<file path="src/hw/swcp_pkg.sv">
/*
  Shared constants for the single-wire configuration port host: slot timing,
  function command codes, software register map and field positions.
  Assumes a 200 MHz ref_clk; every cycle count is derived from the time in ns.
*/
package swcp_pkg;

  // ****************************************************
  // timing, in ns, and derived cycle counts
  // ****************************************************
  localparam int CLK_NS    = 5;
  localparam int T_RSTL_NS = 480000;  // reset low, least
  localparam int T_RSTH_NS = 480000;  // reset release window, least
  localparam int T_PDS_NS  = 70000;   // presence sample after release, longest
  localparam int T_LOW0_NS = 60000;   // write zero low time, least
  localparam int T_LOW1_NS = 6000;    // write one / read low time, least
  localparam int T_RDS_NS  = 15000;   // read sample from slot start, longest
  localparam int T_SLOT_NS = 70000;   // whole slot, least
  localparam int T_REC_NS  = 10000;   // recovery between slots, least
  localparam int C_RSTL = (T_RSTL_NS + CLK_NS - 1) / CLK_NS;
  localparam int C_RSTH = (T_RSTH_NS + CLK_NS - 1) / CLK_NS;
  localparam int C_PDS  = T_PDS_NS / CLK_NS;
  localparam int C_LOW0 = (T_LOW0_NS + CLK_NS - 1) / CLK_NS;
  localparam int C_LOW1 = (T_LOW1_NS + CLK_NS - 1) / CLK_NS;
  localparam int C_RDS  = T_RDS_NS / CLK_NS;
  localparam int C_SLOT = (T_SLOT_NS + CLK_NS - 1) / CLK_NS;
  localparam int C_REC  = (T_REC_NS + CLK_NS - 1) / CLK_NS;

  // ****************************************************
  // link framing and device values
  // ****************************************************
  localparam int CMD_BITS  = 8;
  localparam int DATA_BITS = 9;
  localparam logic [7:0] CMD_WR_DIV = 8'h01;
  localparam logic [7:0] CMD_RD_DIV = 8'hA1;
  localparam logic [7:0] CMD_WR_MUX = 8'h02;
  localparam logic [7:0] CMD_RD_MUX = 8'hA2;
  localparam logic [8:0] DIV_DEFAULT = 9'h000;
  localparam logic [8:0] MUX_DEFAULT = 9'h034;

  // ****************************************************
  // software register map
  // ****************************************************
  localparam logic [3:0] OFS_CTRL   = 4'h0;
  localparam logic [3:0] OFS_TXDATA = 4'h4;
  localparam logic [3:0] OFS_STATUS = 4'h8;
  localparam logic [3:0] OFS_RXDATA = 4'hC;
  localparam int CTRL_GO   = 0;
  localparam int CTRL_OP   = 1;  // two bits
  localparam int CTRL_PWR  = 3;
  localparam int CTRL_PULL = 4;
  localparam int ST_BUSY   = 0;
  localparam int ST_DONE   = 1;
  localparam int ST_PRES   = 2;
  localparam int ST_NOPRES = 3;

  typedef enum logic [1:0] {OP_WR_DIV, OP_RD_DIV, OP_WR_MUX, OP_RD_MUX} swcp_op_t;
  typedef enum logic [1:0] {SK_RESET, SK_WR0, SK_WR1, SK_READ} swcp_slot_t;

  // command code for an operation
  function automatic logic [7:0] swcp_opcode(input swcp_op_t op);
    case (op)
      OP_WR_DIV: swcp_opcode = CMD_WR_DIV;
      OP_RD_DIV: swcp_opcode = CMD_RD_DIV;
      OP_WR_MUX: swcp_opcode = CMD_WR_MUX;
      default:   swcp_opcode = CMD_RD_MUX;
    endcase
  endfunction : swcp_opcode

  // read operations take data from the device
  function automatic logic swcp_is_read(input swcp_op_t op);
    swcp_is_read = (op == OP_RD_DIV) || (op == OP_RD_MUX);
  endfunction : swcp_is_read

endpackage : swcp_pkg

</file>
<file path="src/hw/swcp_host.sv">
/*
  Host controller for the single-wire configuration port. Software orders one
  transaction at a time through a small register port; the block runs reset,
  presence, the 8-bit command and the 9 data bits on the open-drain line.
  Assumes an external pull-up on the line and inputs synchronous to ref_clk.
*/
`timescale 1ns/1ps
module swcp_host
#(
  parameter int unsigned CW   = 18,
  parameter int unsigned RSTL = swcp_pkg::C_RSTL,
  parameter int unsigned RSTH = swcp_pkg::C_RSTH,
  parameter int unsigned PDS  = swcp_pkg::C_PDS,
  parameter int unsigned LOW0 = swcp_pkg::C_LOW0,
  parameter int unsigned LOW1 = swcp_pkg::C_LOW1,
  parameter int unsigned RDS  = swcp_pkg::C_RDS,
  parameter int unsigned SLOT = swcp_pkg::C_SLOT,
  parameter int unsigned REC  = swcp_pkg::C_REC
) (
  // clock, reset, enable
  input  wire logic        ref_clk,
  input  wire logic        arst_n,
  input  wire logic        ce,
  // software register port
  input  wire logic [3:0]  addr,
  input  wire logic [31:0] wdata,
  input  wire logic        wr,
  input  wire logic        rd,
  output logic      [31:0] rdata,
  // device power and strap
  output logic             dev_power,
  output logic             prog_pullup,
  // open-drain data line
  input  wire logic        dq_in,
  output logic             dq_out,
  output logic             dq_oe
);
  import swcp_pkg::*;

  // ****************************************************
  // declarations
  // ****************************************************
  typedef enum logic [1:0] {S_IDLE, S_RST, S_CMD, S_DATA} swcp_state_t;

  swcp_state_t                         state;
  swcp_op_t                            op_q;
  logic [3:0]                          bitcnt;
  logic [DATA_BITS-1:0]                tx_data;
  logic                                done_flag;
  logic                                pres_flag;
  logic                                nopres_flag;
  logic                                go_acc;
  logic                                clr_done;
  logic                                clr_nopres;
  logic                                slot_start;
  swcp_slot_t                          slot_kind;
  logic                                slot_busy;
  logic                                slot_done;
  logic                                slot_bit;
  logic                                tx_load;
  logic                                tx_shift;
  logic                                rx_shift;
  logic [CMD_BITS+DATA_BITS-1:0]       tx_q;
  logic [DATA_BITS-1:0]                rx_q;
  logic                                step;
  logic                                rd_mode;

  // ****************************************************
  // register writes
  // ****************************************************

  // a go while a transaction runs is ignored, so one register per run
  assign go_acc     = ce && wr && addr == OFS_CTRL && wdata[CTRL_GO] && state == S_IDLE;
  assign clr_done   = ce && wr && addr == OFS_STATUS && wdata[ST_DONE];
  assign clr_nopres = ce && wr && addr == OFS_STATUS && wdata[ST_NOPRES];

  // operation latch, only taken with an accepted go
  always_ff @(posedge ref_clk or negedge arst_n) begin
    if (!arst_n) begin
      op_q <= OP_WR_DIV;
    end else if (go_acc) begin
      op_q <= swcp_op_t'(wdata[CTRL_OP+1:CTRL_OP]);
    end
  end

  // device power and programming strap; both off after reset
  always_ff @(posedge ref_clk or negedge arst_n) begin
    if (!arst_n) begin
      dev_power   <= 1'b0;
      prog_pullup <= 1'b0;
    end else if (ce && wr && addr == OFS_CTRL) begin
      dev_power   <= wdata[CTRL_PWR];
      prog_pullup <= wdata[CTRL_PULL];
    end
  end

  // word to send; held by software between runs
  always_ff @(posedge ref_clk or negedge arst_n) begin
    if (!arst_n) begin
      tx_data <= DIV_DEFAULT;
    end else if (ce && wr && addr == OFS_TXDATA) begin
      tx_data <= wdata[DATA_BITS-1:0];
    end
  end

  // ****************************************************
  // transaction sequencer
  // ****************************************************

  assign rd_mode = swcp_is_read(op_q);
  assign step    = ce && slot_done;

  // reset first, then command, then data, then back to idle
  always_ff @(posedge ref_clk or negedge arst_n) begin
    if (!arst_n) begin
      state <= S_IDLE;
    end else if (go_acc) begin
      state <= S_RST;
    end else if (step) begin
      case (state)
        S_RST: begin
          // no presence seen: give up instead of talking to nobody
          state <= slot_bit ? S_IDLE : S_CMD;
        end
        S_CMD: begin
          if (bitcnt == 4'(CMD_BITS - 1)) begin
            state <= S_DATA;
          end
        end
        S_DATA: begin
          if (bitcnt == 4'(DATA_BITS - 1)) begin
            state <= S_IDLE;
          end
        end
        default: state <= S_IDLE;
      endcase
    end
  end

  // bit counter within command and data phases
  always_ff @(posedge ref_clk or negedge arst_n) begin
    if (!arst_n) begin
      bitcnt <= 4'h0;
    end else if (go_acc) begin
      bitcnt <= 4'h0;
    end else if (step && state == S_CMD) begin
      bitcnt <= (bitcnt == 4'(CMD_BITS - 1)) ? 4'h0 : bitcnt + 4'h1;
    end else if (step && state == S_DATA) begin
      bitcnt <= bitcnt + 4'h1;
    end
  end

  // ****************************************************
  // status flags
  // ****************************************************

  // done: set on end of data or on missing presence; set beats clear
  always_ff @(posedge ref_clk or negedge arst_n) begin
    if (!arst_n) begin
      done_flag <= 1'b0;
    end else if (step && state == S_DATA && bitcnt == 4'(DATA_BITS - 1)) begin
      done_flag <= 1'b1;
    end else if (step && state == S_RST && slot_bit) begin
      done_flag <= 1'b1;
    end else if (clr_done) begin
      done_flag <= 1'b0;
    end
  end

  // missing-presence error, sticky, set beats clear
  always_ff @(posedge ref_clk or negedge arst_n) begin
    if (!arst_n) begin
      nopres_flag <= 1'b0;
    end else if (step && state == S_RST && slot_bit) begin
      nopres_flag <= 1'b1;
    end else if (clr_nopres) begin
      nopres_flag <= 1'b0;
    end
  end

  // presence of the last reset, a level refreshed every run
  always_ff @(posedge ref_clk or negedge arst_n) begin
    if (!arst_n) begin
      pres_flag <= 1'b0;
    end else if (step && state == S_RST) begin
      pres_flag <= !slot_bit;
    end
  end

  // ****************************************************
  // slot requests and shift paths
  // ****************************************************

  // a new slot follows the previous one as soon as it has ended
  assign slot_start = state != S_IDLE && !slot_busy;

  // slot kind from phase and next outgoing bit, lsb first
  always_comb begin
    case (state)
      S_RST:   slot_kind = SK_RESET;
      S_CMD:   slot_kind = tx_q[0] ? SK_WR1 : SK_WR0;
      S_DATA:  slot_kind = rd_mode ? SK_READ : (tx_q[0] ? SK_WR1 : SK_WR0);
      default: slot_kind = SK_RESET;
    endcase
  end

  // command sits below the data word; both leave lsb first
  assign tx_load  = go_acc;
  assign tx_shift = step && (state == S_CMD || (state == S_DATA && !rd_mode));
  assign rx_shift = step && state == S_DATA && rd_mode;

  swcp_shift #(
    .W (CMD_BITS + DATA_BITS)
  ) u_tx (
    .ref_clk  (ref_clk),
    .arst_n   (arst_n),
    .ce       (ce),
    .load     (tx_load),
    .load_val ({tx_data, swcp_opcode(swcp_op_t'(wdata[CTRL_OP+1:CTRL_OP]))}),
    .shift    (tx_shift),
    .in_bit   (1'b1),
    .q        (tx_q)
  );

  // read bits enter at the top so the word lands in place after nine
  swcp_shift #(
    .W (DATA_BITS)
  ) u_rx (
    .ref_clk  (ref_clk),
    .arst_n   (arst_n),
    .ce       (ce),
    .load     (1'b0),
    .load_val ('0),
    .shift    (rx_shift),
    .in_bit   (slot_bit),
    .q        (rx_q)
  );

  swcp_slot #(
    .CW   (CW),
    .RSTL (RSTL),
    .RSTH (RSTH),
    .PDS  (PDS),
    .LOW0 (LOW0),
    .LOW1 (LOW1),
    .RDS  (RDS),
    .SLOT (SLOT),
    .REC  (REC)
  ) u_slot (
    .ref_clk (ref_clk),
    .arst_n  (arst_n),
    .ce      (ce),
    .start   (slot_start),
    .kind    (slot_kind),
    .busy    (slot_busy),
    .done    (slot_done),
    .bit_q   (slot_bit),
    .dq_in   (dq_in),
    .dq_oe   (dq_oe)
  );

  // open drain: only ever pull low
  assign dq_out = 1'b0;

  // ****************************************************
  // register reads
  // ****************************************************

  // data only in the cycle after the strobe, zero after other cycles with ce high, held while ce is low
  always_ff @(posedge ref_clk or negedge arst_n) begin
    if (!arst_n) begin
      rdata <= 32'h0000_0000;
    end else if (ce) begin
      rdata <= 32'h0000_0000;
      if (rd) begin
        case (addr)
          OFS_CTRL:   rdata <= {27'h0, prog_pullup, dev_power, op_q, 1'b0};
          OFS_TXDATA: rdata <= {23'h0, tx_data};
          OFS_STATUS: rdata <= {28'h0, nopres_flag, pres_flag, done_flag, state != S_IDLE};
          OFS_RXDATA: rdata <= {23'h0, rx_q};
          default:    rdata <= 32'h0000_0000;
        endcase
      end
    end
  end
endmodule : swcp_host

</file>
<file path="src/hw/swcp_shift.sv">
/*
  Parallel-load shift register, shifting toward bit 0 with entry at the top.
  Assumes the caller never loads and shifts in the same cycle.
*/
`timescale 1ns/1ps
module swcp_shift #(
  parameter int W = 9
) (
  // clock, reset, enable
  input  wire logic         ref_clk,
  input  wire logic         arst_n,
  input  wire logic         ce,
  // control and data
  input  wire logic         load,
  input  wire logic [W-1:0] load_val,
  input  wire logic         shift,
  input  wire logic         in_bit,
  output logic      [W-1:0] q
);
  genvar i;

  // one flop per bit; bit 0 is the next to leave, lsb first
  generate
    for (i = 0; i < W; i++) begin : g_bit
      always_ff @(posedge ref_clk or negedge arst_n) begin
        if (!arst_n) begin
          q[i] <= 1'b0;
        end else if (ce && load) begin
          q[i] <= load_val[i];
        end else if (ce && shift) begin
          q[i] <= (i == W - 1) ? in_bit : q[(i + 1) % W];
        end
      end
    end
  endgenerate
endmodule : swcp_shift

</file>
<file path="src/hw/swcp_slot.sv">
/*
  One link slot: reset/presence, write zero, write one or read.
  Drives the open-drain line low only; assumes an external pull-up.
*/
`timescale 1ns/1ps
module swcp_slot
#(
  parameter int unsigned CW   = 18,
  parameter int unsigned RSTL = swcp_pkg::C_RSTL,
  parameter int unsigned RSTH = swcp_pkg::C_RSTH,
  parameter int unsigned PDS  = swcp_pkg::C_PDS,
  parameter int unsigned LOW0 = swcp_pkg::C_LOW0,
  parameter int unsigned LOW1 = swcp_pkg::C_LOW1,
  parameter int unsigned RDS  = swcp_pkg::C_RDS,
  parameter int unsigned SLOT = swcp_pkg::C_SLOT,
  parameter int unsigned REC  = swcp_pkg::C_REC
) (
  // clock, reset, enable
  input  wire logic                 ref_clk,
  input  wire logic                 arst_n,
  input  wire logic                 ce,
  // request and answer
  input  wire logic                 start,
  input  wire swcp_pkg::swcp_slot_t kind,
  output logic                      busy,
  output logic                      done,
  output logic                      bit_q,
  // data line
  input  wire logic                 dq_in,
  output logic                      dq_oe
);
  import swcp_pkg::*;

  swcp_slot_t    kind_q;
  logic [CW-1:0] cnt;
  logic [CW-1:0] low_len;
  logic [CW-1:0] samp_at;
  logic [CW-1:0] last_at;

  // phase boundaries per slot kind
  always_comb begin
    low_len = CW'(LOW1);
    samp_at = CW'(RDS);
    last_at = CW'(SLOT + REC - 1);
    case (kind_q)
      SK_RESET: begin
        low_len = CW'(RSTL);
        samp_at = CW'(RSTL + PDS);
        last_at = CW'(RSTL + RSTH - 1);
      end
      SK_WR0:   low_len = CW'(LOW0);
      SK_WR1:   low_len = CW'(LOW1);
      SK_READ:  low_len = CW'(LOW1);
      default:  low_len = CW'(LOW1);
    endcase
  end

  // slot counter; a start while busy is never issued by the caller
  always_ff @(posedge ref_clk or negedge arst_n) begin
    if (!arst_n) begin
      busy   <= 1'b0;
      cnt    <= '0;
      kind_q <= SK_RESET;
    end else if (ce) begin
      if (!busy) begin
        if (start) begin
          busy   <= 1'b1;
          cnt    <= '0;
          kind_q <= kind;
        end
      end else begin
        cnt <= cnt + 1'b1;
        if (cnt == last_at) begin
          busy <= 1'b0;
        end
      end
    end
  end

  // line sample: presence after reset, data in read slots
  always_ff @(posedge ref_clk or negedge arst_n) begin
    if (!arst_n) begin
      bit_q <= 1'b1;
    end else if (ce && busy && cnt == samp_at) begin
      bit_q <= dq_in;
    end
  end

  // every slot opens low; pulse length sets the bit
  assign dq_oe = busy && (cnt < low_len);
  assign done  = busy && (cnt == last_at);
endmodule : swcp_slot

</file>
<file path="config.mk">
export PLATFORM = sky130hd
export DESIGN_NAME = swcp_host
export DESIGN_NICKNAME = d
export VERILOG_FILES = /design/src/hw/swcp_pkg.sv /design/src/hw/swcp_host.sv /design/src/hw/swcp_shift.sv /design/src/hw/swcp_slot.sv
export SDC_FILE = /design/constraint.sdc
export NUM_CORES = 1
export LEC_CHECK = 0
export BUFFER_PORTS_ARGS = -buffer_cell sky130_fd_sc_hd__buf_2
export CORE_UTILIZATION = 59
export CTS_BUF_LIST = sky130_fd_sc_hd__clkbuf_4 sky130_fd_sc_hd__clkbuf_8
export DETAILED_ROUTE_END_ITERATION = 10
export GPL_ROUTABILITY_DRIVEN = 0
export PLACE_DENSITY = 0.92
export RECOVER_POWER = 50
export SYNTH_ARGS = -nofsm -noshare
export SYNTH_HDL_FRONTEND = slang
export SYNTH_HIERARCHICAL = 1
export SYNTH_SLANG_ARGS = --single-unit
</file>
<file path="constraint.sdc">
create_clock -name ref_clk -period 3.65 [get_ports ref_clk]
set_input_delay 0.5475 -clock ref_clk [delete_from_list [all_inputs] [get_ports ref_clk]]
set_output_delay 0.5475 -clock ref_clk [all_outputs]
set_load 0.005 [all_outputs]
</file>
==> impl_metrics.yaml <==
placement:
  portBuffers: 30
  dp_hpwl_um: 6984
  dpl.cell_count: 616
  pre_cts_slack_ns: 0.2801
  placed_cell_area_sq_mm: 0.004954
global_route:
  grt_pass1_wl_um: 17900
  grt_pass1_vias: 3716
  grt_max_degree: 80
  grt_antenna_before_repair: 0
  grt_overflow_total: 0
  grt_usage: 0.2648
route:
  firstDrtPassIters: 7
  drt-initial-drc-count: 212
  wl_um: 10430
  vias_per_cell: 6.013
  wl_per_cell_um: 16.51
  num_vias: 3800
  drc: 0
  antenna_left: 0
status:
  violations: "max-capacitance violations, max-slew violations"
  status: "finished with violations"
logic_synthesis:
  synth_seq_cells: 79
  synth_cells: 491
  ys_seq_area_frac: 0.4043
  synth_warnings: 6
  syn_area_per_cell_sq_um: 9.964
  yosys.cell_types.count: 62
  netlist_area_sq_mm: 0.004892
floorplanning:
  die_area_sq_mm: 0.008660
  fp.dieW_um: 93.06
  die_y_um: 93.06
  initial_utilization: 0.6202
  num_rows: 32
  io_pins: 78
  coreArea_sq_mm: 0.007888
timing:
  worst_slew_pin_slew_ns: 1.928
  timing.final.ws_setup_ns: 0.1767
  rsz0062_at_grt: "no"
  clock_skew_ns: 0.01099
  drv_slew: 80
  hold_ws_ns: 0.4081
  tns_ns: 0
  layout_min_cycle_time_ns: 3.473
  clock.fmax_mhz: 287.9
  setup_viol: 0
  period_share: 0.9516
  slew_headroom: -0.2855
  hold_viol_final: 0
setup_path:
  start_kind: "register"
  r2r.worst_path.cells: 11
  r2r-start: "u_slot/kind_q[1]"
  worstPathMaxFanout: 9
  required_ns: 3.89
  arrival_ns: 3.71
  rrSetupSlack_ns: 0.18
  rr_endpoint: "u_rx/q[3]"
  crit_path_start: "u_slot/kind_q[1]"
  crit_type: "reg2reg"
  crit_path_end_kind: "register"
clocking:
  postCtsSetupBuffers: 0
  htree_levels: 3
  cts-root-buf: "clkbuf_8"
  cts_hold_buf: 0
  clock_latency_ns: 0.36
  tritoncts: "done"
  cts_buffers: 9
  cts.repair.resized: 0
  clkTransAtPathRegs_ns: 0.09
  cts_buffer_depth: 2
  clock_sinks: 79
min_path:
  hold_end: "tx_data[6]"
  hold_start: "wdata[6]"
  holdPathStages: 2
  hold_class: "in2reg"
job:
  maxCapViolCount: 1
finish:
  layout_commonest_cell: "dfrtp_1"
  diodes: 0
  fin_nets: 585
  utilization: 0.6543
  area.growth.synth_to_final_pct: 5.499
  drive_gt1_frac: 0.2189
  finalInstanceArea_sq_mm: 0.005161
  instances_no_fill: 632
  final_cell_mix: "dfrtp_1 (78), nor3_1 (55), nand2_1 (39), conb_1 (39), o22ai_1 (33)"
pwr:
  p_leak_nw: 2.352
  peakVddDrop_mv: 0.1970
  finalPower_mw: 2.082
  p_per_area_mw_per_mm2: 403.4
final cells by class:
class	instances	area (sq um)
clock inverters	4	53.80
well taps	102	127.6
fillers	594	2726
multi-input cells	375	2556
inverters	23	86.33
flip-flops and latches	79	1978
clock buffers	12	158.9
repair buffers	37	200.2
flip-flops by register name, indices dropped and copies added, names as in the netlist, 2 cells and up:
name / cells
u_slot/cnt: 18
u_tx/q: 17
rdata: 9
op_q: 2
state: 2
u_slot/kind_q: 2
u_rx/q: 9
tx_data: 9
bitcnt: 4
worst max-delay path: stages, from the launching register on:
cell	delay, ns
dfrtp_1	0.45
or2_1	0.37
inv_2	0.09
ha_1	0.32
or4_1	0.51
nor4_1	0.29
buf_4	0.20
nand2_1	0.13
nor3_1	0.47
nand2_4	0.16
nor3_1	0.26
nor3_1	0.10
kinds of logic after synthesis:
logic type	after synthesis	synth area share
simple gates	192	0.2501
compound gates	87	0.1125
flops	79	0.4043
buf+inv	74	0.1018
mux	37	0.08005
fa+ha+maj	18	0.04604
other cells	2	0.001535
xor+xnor	2	0.003581
routing by layer:
layer,vias up,global-route usage,wire length (um)
met2,144,0.4210,5075
met1,1843,0.3581,4472
met4,0,0.1141,219
li1,1788,-,-
met3,25,0.04472,666
met5,-,0,0
how the worst max path moves through the flow:
stage,to,slack (ns),depth (start not counted)
after floorplan,u_tx/q[0],0.67,13
after global placement,u_rx/q[7],0.39,11
after detailed placement,u_rx/q[3],0.28,11
after CTS,u_rx/q[3],0.24,11
after global routing,u_rx/q[2],0.05,11
final,u_rx/q[3],0.18,11
report_power, final:
part | internal (mW) | leakage [nW] | switching, mW
logic | 0.150 | 1.22 | 0.178
registers | 0.950 | 1.03 | 0.109
clock network | 0.362 | 0.102 | 0.334
synth_stat cells (all sizes together):
| library cell | n | area [sq um] |
|---|---|---|
| o211a | 1 | 10.01 |
| or4bb | 1 | 12.51 |
| clkbuf | 6 | 32.53 |
| or2 | 1 | 6.260 |
| nor2b | 3 | 18.77 |
| nand2 | 43 | 209.0 |
| o31ai | 3 | 22.52 |
| nand3 | 15 | 97.60 |
| and2 | 2 | 12.51 |
| a21oi | 15 | 75.07 |
| nor3 | 86 | 591.8 |
| or3 | 3 | 18.77 |
| o21a | 1 | 7.510 |
| o211ai | 5 | 42.54 |
| dfstp | 1 | 26.28 |
| or3b | 1 | 8.760 |
| xnor2 | 1 | 8.760 |
| nor4bb | 1 | 10.01 |
| nand2b | 3 | 18.77 |
| mux2 | 17 | 191.4 |
| ha | 18 | 225.2 |
| and3 | 3 | 18.77 |
| nand4 | 6 | 37.54 |
| dfrtp | 78 | 1952 |
| a32o | 2 | 20.02 |
| a211o | 1 | 8.760 |
| mux2i | 20 | 200.2 |
| or4 | 2 | 18.77 |
| o32ai | 1 | 8.760 |
| xor2 | 1 | 8.760 |
| o21ai | 18 | 90.09 |
| nor4 | 3 | 25.02 |
| a22o | 4 | 36.29 |
| a31oi | 1 | 6.260 |
| conb | 2 | 7.510 |
| nand3b | 6 | 45.04 |
| inv | 23 | 86.33 |
| o22ai | 33 | 206.5 |
| nor3b | 2 | 20.02 |
| a221oi | 1 | 8.760 |
| and4 | 2 | 20.02 |
| a211oi | 1 | 7.510 |
| nor2 | 9 | 33.78 |
| buf | 45 | 379.1 |
Note: power is estimated with default switching activity, not from simulation.
